==> src/core/iaem_pkg.sv <==
package iaem_pkg;

    // register bus geometry
    localparam int REG_ADDR_W = 8;
    localparam int REG_DATA_W = 32;

    // register byte offsets
    localparam logic [7:0] OFS_CONTROL = 8'h00;
    localparam logic [7:0] OFS_PROTOCOL = 8'h04;
    localparam logic [7:0] OFS_SRC_ADDR = 8'h08;
    localparam logic [7:0] OFS_SRC_MASK = 8'h0C;
    localparam logic [7:0] OFS_DST_ADDR = 8'h10;
    localparam logic [7:0] OFS_DST_MASK = 8'h14;
    localparam logic [7:0] OFS_COUNT = 8'h18;
    localparam logic [7:0] OFS_STATUS = 8'h1C;

    // control register field positions
    localparam int CTL_ENABLE = 0;
    localparam int CTL_DENY = 1;
    localparam int CTL_PROTO_LSB = 2;
    localparam int CTL_TTL_LSB = 5;
    localparam int CTL_FRAG_LSB = 7;
    localparam int CTL_OPT_LSB = 9;
    localparam int CTL_SRC_LSB = 11;
    localparam int CTL_DST_LSB = 13;
    localparam int CTL_USED_W = 15;

    // status register field positions
    localparam int STS_LAST_MATCH = 0;
    localparam int STS_LAST_DROP = 1;

    // reset values
    localparam logic [31:0] RST_WORD = 32'h0000_0000;
    localparam logic [7:0] RST_PROTOCOL = 8'h00;

    // well-known IPv4 protocol numbers
    localparam logic [7:0] PROTO_ICMP = 8'h01;
    localparam logic [7:0] PROTO_TCP = 8'h06;
    localparam logic [7:0] PROTO_UDP = 8'h11;

    // header length in 32-bit words without options
    localparam logic [3:0] HDR_WORDS_PLAIN = 4'h5;

    typedef enum logic [2:0] {
        PROTO_ANY = 3'h0,
        PROTO_SPECIFIC = 3'h1,
        PROTO_SEL_ICMP = 3'h2,
        PROTO_SEL_UDP = 3'h3,
        PROTO_SEL_TCP = 3'h4
    } iaem_proto_mode_t;

    // shared by time-to-live (no = zero, yes = non-zero), fragment, options
    typedef enum logic [1:0] {
        TRI_ANY = 2'h0,
        TRI_NO = 2'h1,
        TRI_YES = 2'h2
    } iaem_tri_mode_t;

    typedef enum logic [1:0] {
        ADDR_ANY = 2'h0,
        ADDR_HOST = 2'h1,
        ADDR_NETWORK = 2'h2
    } iaem_addr_mode_t;

    typedef struct packed {
        logic is_ipv4;
        logic [7:0] protocol;
        logic [7:0] time_to_live;
        logic more_fragments_bit;
        logic [12:0] fragment_position_field;
        logic [3:0] header_words;
        logic [31:0] source_ipv4_address;
        logic [31:0] destination_ipv4_address;
    } iaem_frame_t;

endpackage : iaem_pkg

==> src/core/iaem_matcher.sv <==
// Contract
// - protocol any ignores protocol number
// - specific mode matches configured 8-bit protocol
// - icmp choice matches only icmp frames
// - udp choice matches only udp frames
// - tcp choice matches only tcp frames
// - ttl zero refuses frames with ttl above zero
// - ttl non-zero needs ttl above zero; any ignores
// - fragment test: more-fragments or nonzero offset
// - options test: no, yes, or ignore
// - source any skips source address compare
// - source host compares full source address
// - source network compares only masked bits
// - source address for host/network, mask network only
// - destination any skips destination compare
// - destination host needs exact address equality
// - destination network compares only masked bits
// - destination address for host/network, mask network
// - only ipv4 frames can match this entry
// - matching frame on deny entry is dropped
// - counter increments once per matching frame
module iaem_matcher #(
    parameter int COUNT_W = 32
) (
    input wire logic CORE_CLK,
    input wire logic ARST_N,
    input wire logic [iaem_pkg::REG_ADDR_W-1:0] REG_ADDR,
    input wire logic [iaem_pkg::REG_DATA_W-1:0] REG_WDATA,
    input wire logic REG_WR,
    input wire logic REG_RD,
    output logic [iaem_pkg::REG_DATA_W-1:0] REG_RDATA,
    input wire logic FRAME_VALID,
    input wire iaem_pkg::iaem_frame_t FRAME,
    output logic MATCH,
    output logic DROP
);
    import iaem_pkg::*;

    // software-held configuration
    logic enable;
    logic deny;
    iaem_proto_mode_t proto_mode;
    iaem_tri_mode_t ttl_mode;
    iaem_tri_mode_t frag_mode;
    iaem_tri_mode_t opt_mode;
    iaem_addr_mode_t src_mode;
    iaem_addr_mode_t dst_mode;
    logic [7:0] proto_value;
    logic [31:0] src_addr;
    logic [31:0] src_mask;
    logic [31:0] dst_addr;
    logic [31:0] dst_mask;

    // block state
    logic [COUNT_W-1:0] match_count;
    logic last_match;
    logic last_drop;

    // decision terms
    logic proto_ok;
    logic ttl_ok;
    logic frag_ok;
    logic opt_ok;
    logic src_ok;
    logic dst_ok;
    logic hit;
    logic [REG_DATA_W-1:0] next_rdata;
    logic [REG_DATA_W-1:0] control_word;

    // a reserved tri encoding never satisfies, so a bad setting fails safe
    function automatic logic tri_ok(
        input iaem_tri_mode_t mode,
        input logic flag
    );
        case (mode)
            TRI_ANY: tri_ok = 1'b1;
            TRI_NO: tri_ok = !flag;
            TRI_YES: tri_ok = flag;
            default: tri_ok = 1'b0;
        endcase
    endfunction : tri_ok

    function automatic logic addr_ok(
        input iaem_addr_mode_t mode,
        input logic [31:0] seen,
        input logic [31:0] want,
        input logic [31:0] mask
    );
        case (mode)
            ADDR_ANY: addr_ok = 1'b1;
            ADDR_HOST: addr_ok = (seen == want);
            ADDR_NETWORK: addr_ok = ((seen & mask) == (want & mask));
            default: addr_ok = 1'b0;
        endcase
    endfunction : addr_ok

    always_comb
    begin
        case (proto_mode)
            PROTO_ANY: proto_ok = 1'b1;
            PROTO_SPECIFIC: proto_ok = (FRAME.protocol == proto_value);
            PROTO_SEL_ICMP: proto_ok = (FRAME.protocol == PROTO_ICMP);
            PROTO_SEL_UDP: proto_ok = (FRAME.protocol == PROTO_UDP);
            PROTO_SEL_TCP: proto_ok = (FRAME.protocol == PROTO_TCP);
            default: proto_ok = 1'b0;
        endcase
    end

    // no means ttl must be zero, yes means ttl must be above zero
    assign ttl_ok = tri_ok(ttl_mode, FRAME.time_to_live != 8'h00);

    assign frag_ok = tri_ok(frag_mode, FRAME.more_fragments_bit
        || (FRAME.fragment_position_field != 13'h0000));

    assign opt_ok = tri_ok(opt_mode,
        FRAME.header_words > HDR_WORDS_PLAIN);

    // the mask only enters in network mode, the address in host or network
    assign src_ok = addr_ok(src_mode, FRAME.source_ipv4_address,
        src_addr, src_mask);
    assign dst_ok = addr_ok(dst_mode, FRAME.destination_ipv4_address,
        dst_addr, dst_mask);

    assign hit = FRAME_VALID && enable && FRAME.is_ipv4
        && proto_ok && ttl_ok && frag_ok && opt_ok
        && src_ok && dst_ok;

    // configuration writes
    always_ff @(posedge CORE_CLK or negedge ARST_N)
    begin
        if (!ARST_N)
        begin
            enable <= 1'b0;
            deny <= 1'b0;
            proto_mode <= PROTO_ANY;
            ttl_mode <= TRI_ANY;
            frag_mode <= TRI_ANY;
            opt_mode <= TRI_ANY;
            src_mode <= ADDR_ANY;
            dst_mode <= ADDR_ANY;
        end
        else if (REG_WR && REG_ADDR == OFS_CONTROL)
        begin
            enable <= REG_WDATA[CTL_ENABLE];
            deny <= REG_WDATA[CTL_DENY];
            proto_mode <= iaem_proto_mode_t'(REG_WDATA[CTL_PROTO_LSB +: 3]);
            ttl_mode <= iaem_tri_mode_t'(REG_WDATA[CTL_TTL_LSB +: 2]);
            frag_mode <= iaem_tri_mode_t'(REG_WDATA[CTL_FRAG_LSB +: 2]);
            opt_mode <= iaem_tri_mode_t'(REG_WDATA[CTL_OPT_LSB +: 2]);
            src_mode <= iaem_addr_mode_t'(REG_WDATA[CTL_SRC_LSB +: 2]);
            dst_mode <= iaem_addr_mode_t'(REG_WDATA[CTL_DST_LSB +: 2]);
        end
    end

    always_ff @(posedge CORE_CLK or negedge ARST_N)
    begin
        if (!ARST_N)
        begin
            proto_value <= RST_PROTOCOL;
            src_addr <= RST_WORD;
            src_mask <= RST_WORD;
            dst_addr <= RST_WORD;
            dst_mask <= RST_WORD;
        end
        else if (REG_WR)
        begin
            if (REG_ADDR == OFS_PROTOCOL)
            begin
                proto_value <= REG_WDATA[7:0];
            end
            else if (REG_ADDR == OFS_SRC_ADDR)
            begin
                src_addr <= REG_WDATA;
            end
            else if (REG_ADDR == OFS_SRC_MASK)
            begin
                src_mask <= REG_WDATA;
            end
            else if (REG_ADDR == OFS_DST_ADDR)
            begin
                dst_addr <= REG_WDATA;
            end
            else if (REG_ADDR == OFS_DST_MASK)
            begin
                dst_mask <= REG_WDATA;
            end
        end
    end

    // a hit in the same cycle as a clearing write is counted, not lost
    always_ff @(posedge CORE_CLK or negedge ARST_N)
    begin
        if (!ARST_N)
        begin
            match_count <= '0;
        end
        else if (REG_WR && REG_ADDR == OFS_COUNT)
        begin
            match_count <= hit ? COUNT_W'(1) : '0;
        end
        else if (hit)
        begin
            match_count <= match_count + COUNT_W'(1);
        end
    end

    // decision outputs, one cycle after the frame is presented
    always_ff @(posedge CORE_CLK or negedge ARST_N)
    begin
        if (!ARST_N)
        begin
            MATCH <= 1'b0;
            DROP <= 1'b0;
        end
        else
        begin
            MATCH <= hit;
            DROP <= hit && deny;
        end
    end

    // outcome of the most recent frame, held until the next one
    always_ff @(posedge CORE_CLK or negedge ARST_N)
    begin
        if (!ARST_N)
        begin
            last_match <= 1'b0;
            last_drop <= 1'b0;
        end
        else if (FRAME_VALID)
        begin
            last_match <= hit;
            last_drop <= hit && deny;
        end
    end

    always_comb
    begin
        control_word = '0;
        control_word[CTL_ENABLE] = enable;
        control_word[CTL_DENY] = deny;
        control_word[CTL_PROTO_LSB +: 3] = proto_mode;
        control_word[CTL_TTL_LSB +: 2] = ttl_mode;
        control_word[CTL_FRAG_LSB +: 2] = frag_mode;
        control_word[CTL_OPT_LSB +: 2] = opt_mode;
        control_word[CTL_SRC_LSB +: 2] = src_mode;
        control_word[CTL_DST_LSB +: 2] = dst_mode;
    end

    // unmapped addresses read as zero
    always_comb
    begin
        next_rdata = '0;
        if (REG_ADDR == OFS_CONTROL)
        begin
            next_rdata = control_word;
        end
        else if (REG_ADDR == OFS_PROTOCOL)
        begin
            next_rdata[7:0] = proto_value;
        end
        else if (REG_ADDR == OFS_SRC_ADDR)
        begin
            next_rdata = src_addr;
        end
        else if (REG_ADDR == OFS_SRC_MASK)
        begin
            next_rdata = src_mask;
        end
        else if (REG_ADDR == OFS_DST_ADDR)
        begin
            next_rdata = dst_addr;
        end
        else if (REG_ADDR == OFS_DST_MASK)
        begin
            next_rdata = dst_mask;
        end
        else if (REG_ADDR == OFS_COUNT)
        begin
            next_rdata = REG_DATA_W'(match_count);
        end
        else if (REG_ADDR == OFS_STATUS)
        begin
            next_rdata[STS_LAST_MATCH] = last_match;
            next_rdata[STS_LAST_DROP] = last_drop;
        end
    end

    // read data stands only in the cycle after the strobe
    always_ff @(posedge CORE_CLK or negedge ARST_N)
    begin
        if (!ARST_N)
        begin
            REG_RDATA <= '0;
        end
        else if (REG_RD)
        begin
            REG_RDATA <= next_rdata;
        end
        else
        begin
            REG_RDATA <= '0;
        end
    end

endmodule : iaem_matcher

==> config.mk <==
export PLATFORM = sky130hd
export DESIGN_NAME = iaem_matcher
export DESIGN_NICKNAME = d
export VERILOG_FILES = /design/src/core/iaem_pkg.sv /design/src/core/iaem_matcher.sv
export SDC_FILE = /design/constraint.sdc
export NUM_CORES = 1
export LEC_CHECK = 0
export ABC_AREA = 1
export ABC_CLOCK_PERIOD_IN_PS = 2740
export BUFFER_PORTS_ARGS = -buffer_cell sky130_fd_sc_hd__buf_4
export CAP_MARGIN = 20
export CELL_PAD_IN_SITES_DETAIL_PLACEMENT = 0
export CELL_PAD_IN_SITES_GLOBAL_PLACEMENT = 1
export CORE_UTILIZATION = 42
export CTS_CLUSTER_DIAMETER = 30
export DETAILED_ROUTE_END_ITERATION = 10
export PLACE_DENSITY_LB_ADDON = 0.05
export SLEW_MARGIN = 20
export SYNTH_ARGS = -nofsm -noshare
export SYNTH_HDL_FRONTEND = slang
export SYNTH_SLANG_ARGS = --single-unit
==> constraint.sdc <==
create_clock -name CORE_CLK -period 2.74 [get_ports CORE_CLK]
set_clock_uncertainty 0.1 [all_clocks]
set_input_delay 0.137 -clock CORE_CLK [delete_from_list [all_inputs] [get_ports CORE_CLK]]
set_output_delay 0.137 -clock CORE_CLK [all_outputs]
set_load 0.05 [all_outputs]
Yosys cells after proc, flatten, opt, wreduce, memory -nomap -nowiden

Index checks and enable logic that the tools add are counted.

Flip-flop bits (word level): 219
Output and inout bits: 34
Input bits: 144

Mux-type cells: 20
Magnitude comparators: 1
Reductions and logical operators: 30
Equal/unequal tests: 29
Add/subtract/negate cells: 1
Bitwise logic cells: 8

Operators with widths:

| operator                                                               | number |
|---|---|
| 32-bit 2-to-1 mux                                                      | 8 |
| 32-bit bitwise AND                                                     | 4 |
| 32-bit equality test                                                   | 4 |
| 8-bit by 5-bit equality test with 1-bit output (second input constant) | 5 |
| 32-bit by 1-bit adder with 32-bit output (second input constant)       | 1 |
| 30-bit 2-to-1 mux                                                      | 1 |
| 24-bit 2-to-1 mux                                                      | 1 |
| 8-bit by 3-bit equality test with 1-bit output (second input constant) | 2 |
| 8-bit by 4-bit equality test with 1-bit output (second input constant) | 2 |
| 1-bit one-hot mux with 3 select lines                                  | 5 |
| 13-bit nonzero test                                                    | 1 |
| 1-bit logical AND                                                      | 11 |
| 2-bit by 1-bit equality test with 1-bit output (second input constant) | 5 |
| 2-bit equality test (second input constant)                            | 5 |
| 2-bit logical NOT                                                      | 5 |
| 8-bit by 1-bit equality test with 1-bit output (second input constant) | 1 |
| 8-bit equality test                                                    | 1 |
| 8-bit logical NOT                                                      | 1 |
| 8-bit 2-to-1 mux                                                       | 1 |
| 8-bit nonzero test                                                     | 1 |
| 3-bit by 2-bit equality test with 1-bit output (second input constant) | 2 |
| 6-bit AND reduction                                                    | 1 |
| 1-bit one-hot mux with 5 select lines                                  | 1 |
| 5-bit AND reduction                                                    | 1 |
| 13 further kinds                                                       | 19 |

Depth between registers and ports, before layout

Word-level depth: 10
Mapped depth: 18

Worst setup path after synthesis

No wires, ideal clock.

Kind: flip-flop to flip-flop
From: register match_count[0]
To: register match_count[24]
Path buffers: 0
Path slack: 0.666 ns
Arrival: 1.854 ns
Library setup time: 0.120 ns
Stages on the path, launching flop included: 15
Cells stage by stage: dfrtp_1 ha_1 nand2_1 nor2_2 nand3_1 nor2_2 nand4_1 inv_1 nand2_1 inv_1 nand2_1 nor3_1 nand2_1 o21ai_0 nor2_1

Cells in the longest elaborated chain, start to end: 3

Ends and longest elaborated chain:

| what                                     | line                | text |
|---|---|---|
| start: declaration                       | iaem_matcher.sv:55  | `logic [COUNT_W-1:0] match_count;` |
| start signal: assignment                 | iaem_matcher.sv:199 | `match_count <= hit ? COUNT_W'(1) : '0;` |
| start signal: assignment                 | iaem_matcher.sv:203 | `match_count <= match_count + COUNT_W'(1);` |
| 32-bit by 1-bit adder with 32-bit output | iaem_matcher.sv:203 |  |
| 32-bit 2-to-1 mux                        | iaem_matcher.sv:201 | `else if (hit)` |
| 32-bit 2-to-1 mux                        | iaem_matcher.sv:197 | `else if (REG_WR && REG_ADDR == OFS_COUNT)` |

No other way between the ends. The select of a mux whose other input is x is not followed.
A chain may end at the register's enable or synchronous reset.

Worst setup path in the final report

From: register proto_mode[0]
To: register match_count[16]

Cells in the longest elaborated chain, start to end: 9
Elaborated cells on any way between the ends: 13
Classes of those cells: eq/ne (4); mux (1); reduce/logical (8)

Ends and longest elaborated chain:

| what                                              | line                | text |
|---|---|---|
| start: declaration                                | iaem_matcher.sv:42  | `iaem_proto_mode_t proto_mode;` |
| start signal: assignment                          | iaem_matcher.sv:146 | `proto_mode <= iaem_proto_mode_t'(REG_WDATA[CTL_PROTO_LSB +: 3]);` |
| 3-bit equality test, or another cell as far along | iaem_matcher.sv:99  | `case (proto_mode)` |
| 1-bit one-hot mux with 5 select lines (*)         | iaem_matcher.sv:99  |  |
| 1-bit logical AND (*) (4 in a row)                | iaem_matcher.sv:125 | `&& proto_ok && ttl_ok && frag_ok && opt_ok` |
| 1-bit logical AND (*) (2 in a row)                | iaem_matcher.sv:126 | `&& src_ok && dst_ok;` |
| 2-bit nonzero test (no source line) (*)           | --                  |  |

Mark *: on every way between the ends. The rest lies on a longest branch, timed or not.

==> key figures <==
Outcome
  • Status: completed

Clock network
  • Root Buffer: clkbuf_16
  • TritonCTS Sinks: 219
  • Setup bufs post-CTS: 0
  • Clock transition at path regs: 0.04 ns
  • Worst-Skew Late Latency: 0.56 ns
  • Buffer depth of the longest clock path: 3
  • TritonCTS clock tree: yes
  • Num CTS Buffers: 58
  • H-tree Lvls: 2

Die
  • Placement Rows: 61
  • Initial Util: 0.4308
  • Die Y: 171.7 um
  • Core footprint: 0.02809 mm^2
  • Die X: 171.7 um
  • Ports: 178
  • Die area: 0.02949 mm^2

Critical path
  • CP max FO: 33
  • Top delay family on crit path: simple AND/OR/NAND/NOR gates
  • CP Data Arrival Time: 2.82 ns
  • Critical-path cell list: nor2_2 -> nor2_1 -> nor3_1 -> o211ai_1 -> nor2_1 -> nand2_1 -> nor2_4 -> buf_12 -> nand2_1 -> o21ai_0 -> nor2_1
  • CP required: 3.07 ns
  • Reg2Reg Setup Slack: 0.25 ns
  • Crit path buf inv count: 1
  • CP Launch Type: register
  • Largest stage delay on the critical path: 0.43 ns
  • Worst setup EP type: register
  • Crit-path most repeated cell: nor2_1
  • Worst Path Class, Setup: register to register
  • Crit path max-delay cell type: dfrtp_1

Timing
  • RSZ-0062 raised after global routing: false
  • Slew at the pin closest to its max-slew limit: 0.6531 ns
  • Final Slew Violations: 0
  • Final worst path period share: 0.9087
  • FMAX: 401.6 MHz
  • Min Tclk post-route: 2.490 ns
  • Count of final hold-check violations: 0
  • Post-route setup TNS: 0 ns
  • Number of setup violations in the final report: 0
  • Worst slew margin: 0.5641

Synthesis
  • Area leader, netlist: dfrtp_1
  • Synthesized area: 0.01210 mm^2
  • Avg Inst Size Synth: 7.055 um^2
  • Yosys reg bits: 219
  • Syn nets: 1,860
  • Post-synth top flop: dfrtp_1
  • Post-synth EDFFs: 0
  • Warnings from Yosys: 0
  • Cells after synthesis: 1,715
  • Yosys cell types: 41
  • Synth async-reset ratio: 1.000
  • Register area share after synthesis: 0.4529
  • Synth area leaders: dfrtp_1 (45%), nand2_1 (17%), o21ai_0 (9.3%)
  • Area share of the largest cell type after synthesis: 0.4529

Global routing
  • First-pass GRT wire length: 65,310 um
  • Initial antenna violation count: 0
  • Vias in the first global route: 11,160
  • Gr ovfl total: 0
  • Largest net degree at the start of global routing: 70
  • Tot GR Track Use: 0.2991

Routing
  • Pre-antenna DRT Iters: 6
  • Wirelength, routed: 43,380 um
  • DR vias: 12,330
  • Remaining DRCs: 0
  • Final ANT Viol Nets: 0
  • Via density: 5.179
  • First DRT Iteration DRCs: 1,327
  • Post-DR wirelength/cell: 18.22 um

Pwr
  • Overall power: 0.01198 W
  • PD cells: 725.9 mW/mm^2
  • VDD IR-drop max: 618.7 uV
  • P_leak: 8.331 nW

Placed design
  • Placed cell area: 0.01394 mm^2
  • Final RePlAce weighted congestion: 0.9370
  • IO buf count: 176
  • Post-detail-place hpwl: 31,540 um

Finish
  • Share of layout cells above drive strength 1: 0.1672
  • Finished Core Util: 0.5878
  • Filler Cells Inserted: 2,626
  • Final net count: 2,101
  • Post-route cell area: 0.01651 mm^2
  • Area Overhead vs Synth: 36.45%
  • Antenna diodes: 0

Job
  • MaxCap Viol Count: 0

Hold path
  • Hold crit path type: input port to register
-- metrics by stage --
stage	hold WS, ns	setup slack, ns	cells
3_5_place_dp	-0.04578	0.3097	2238
3_3_place_gp	-0.04272	0.3198	2238
2_1_floorplan	-0.2586	0.6659	1715
4_1_cts	0.004953	0.3036	2381
5_1_grt	0.03798	0.01017	2381
6_report	0.01946	0.2502	2381
-- per-layer routing --
| layer | track usage | routed length, um | up-vias |
|---|---|---|---|
| met4 | 0.05978 | 634 | 0 |
| met3 | 0.03797 | 3463 | 51 |
| met2 | 0.4431 | 18670 | 500 |
| met1 | 0.4622 | 20620 | 5775 |
| met5 | 0 | 0 | - |
| li1 | - | - | 6005 |
-- report_power, final --
part / total (W) / switching (W) / leakage, nW / internal, W
Combinational: 0.000891 / 0.000526 / 4.30 / 0.000365
Clock: 0.00757 / 0.00206 / 1.06 / 0.00551
Sequential: 0.00352 / 0.000142 / 2.97 / 0.00338
-- worst paths after layout --
kind	start	cells past startpoint	end
max	proto_mode[0]$_DFFE_PN0P_	11	match_count[16]$_DFFE_PN0P_
min	REG_ADDR[0]	4	REG_RDATA[3]$_DFF_PN0_
max reg2reg	proto_mode[0]$_DFFE_PN0P_	11	match_count[16]$_DFFE_PN0P_
min reg2reg	src_mask[0]$_DFFE_PN0P_	2	src_mask[0]$_DFFE_PN0P_
max in group asynchronous	ARST_N	3	match_count[7]$_DFFE_PN0P_
min in group asynchronous	ARST_N	3	ttl_mode[0]$_DFFE_PN0P_
-- cells in the mapped netlist, types with 7 or more instances --
cell / number
buf_2: 13
nand4_1: 28
nor2_2: 9
nand2_1: 533
xnor2_1: 11
a31oi_1: 8
clkbuf_1: 46
nor3_1: 9
nand3_1: 73
o22ai_1: 7
nor2_1: 151
a21oi_1: 51
o21ai_0: 226
o211ai_1: 15
dfrtp_1: 219
inv_1: 247
o221ai_1: 20
-- logic make-up after synthesis --
logic type               Yosys count  synth area share
XOR/XNOR                          17           0.01231
adder cells (fa/ha/maj)            1          0.001034
flip-flops                       219            0.4529
AO/OA/AOI/OAI                    346            0.1586
AND/OR/NAND/NOR                  821            0.2763
buffers and inverters            311           0.09876
-- repair_timing --
item	4_1_cts	5_1_grt
hold buffers	36	0
hold endpoints to repair	373	0
gates resized for setup	0	0
-- layout make-up --
type                    count  area, um^2  area share
clock buffers              71        1602     0.09701
clock inverters            36       595.6     0.03607
inverters                 250       938.4     0.05684
multi-input cells        1185        5434      0.3291
flip-flops and latches    219        5480      0.3319
well taps                 378       473.0     0.02865
repair buffers            242        1987      0.1203
-- layout by cell type, fill, tap and decap left out, drive strengths merged, types with 2 or more instances in the layout --
cell         instances
or2                  5
dfrtp              219
clkinvlp             7
o221ai              20
nand3               73
a21oi               52
nor2               161
nor4                 4
a221o                2
o21ai              228
bufinv              15
nand4               28
xor2                 6
a221oi               4
inv                251
o31ai                3
a31oi                8
nand3b               2
nand2              534
o22ai                7
buf                207
clkinv              13
o211ai              15
nor3                11
o21bai               3
xnor2               11
o2111ai              2
dlygate4sd3         35
clkbuf              71
-- worst register-to-register path: cells and delay by family (launching register included) --
| kind | cells | cell delay [ns] |
|---|---|---|
| AOI/OAI and AO/OA | 2 | 0.30 |
| and+or+nand+nor | 8 | 1.34 |
| buffers and inverters | 1 | 0.21 |
| DFF | 1 | 0.43 |
-- sequential cells by signal, summed over array words and instances (netlist names) --
register	count
proto_value	8
dst_mode	2
match_count	32
MATCH	1
src_mode	2
proto_mode	3
frag_mode	2
ttl_mode	2
DROP	1
src_mask	32
src_addr	32
opt_mode	2
last_match	1
REG_RDATA	32
dst_mask	32
enable	1
dst_addr	32
deny	1
last_drop	1
Note: power is estimated with default switching activity, not from simulation.
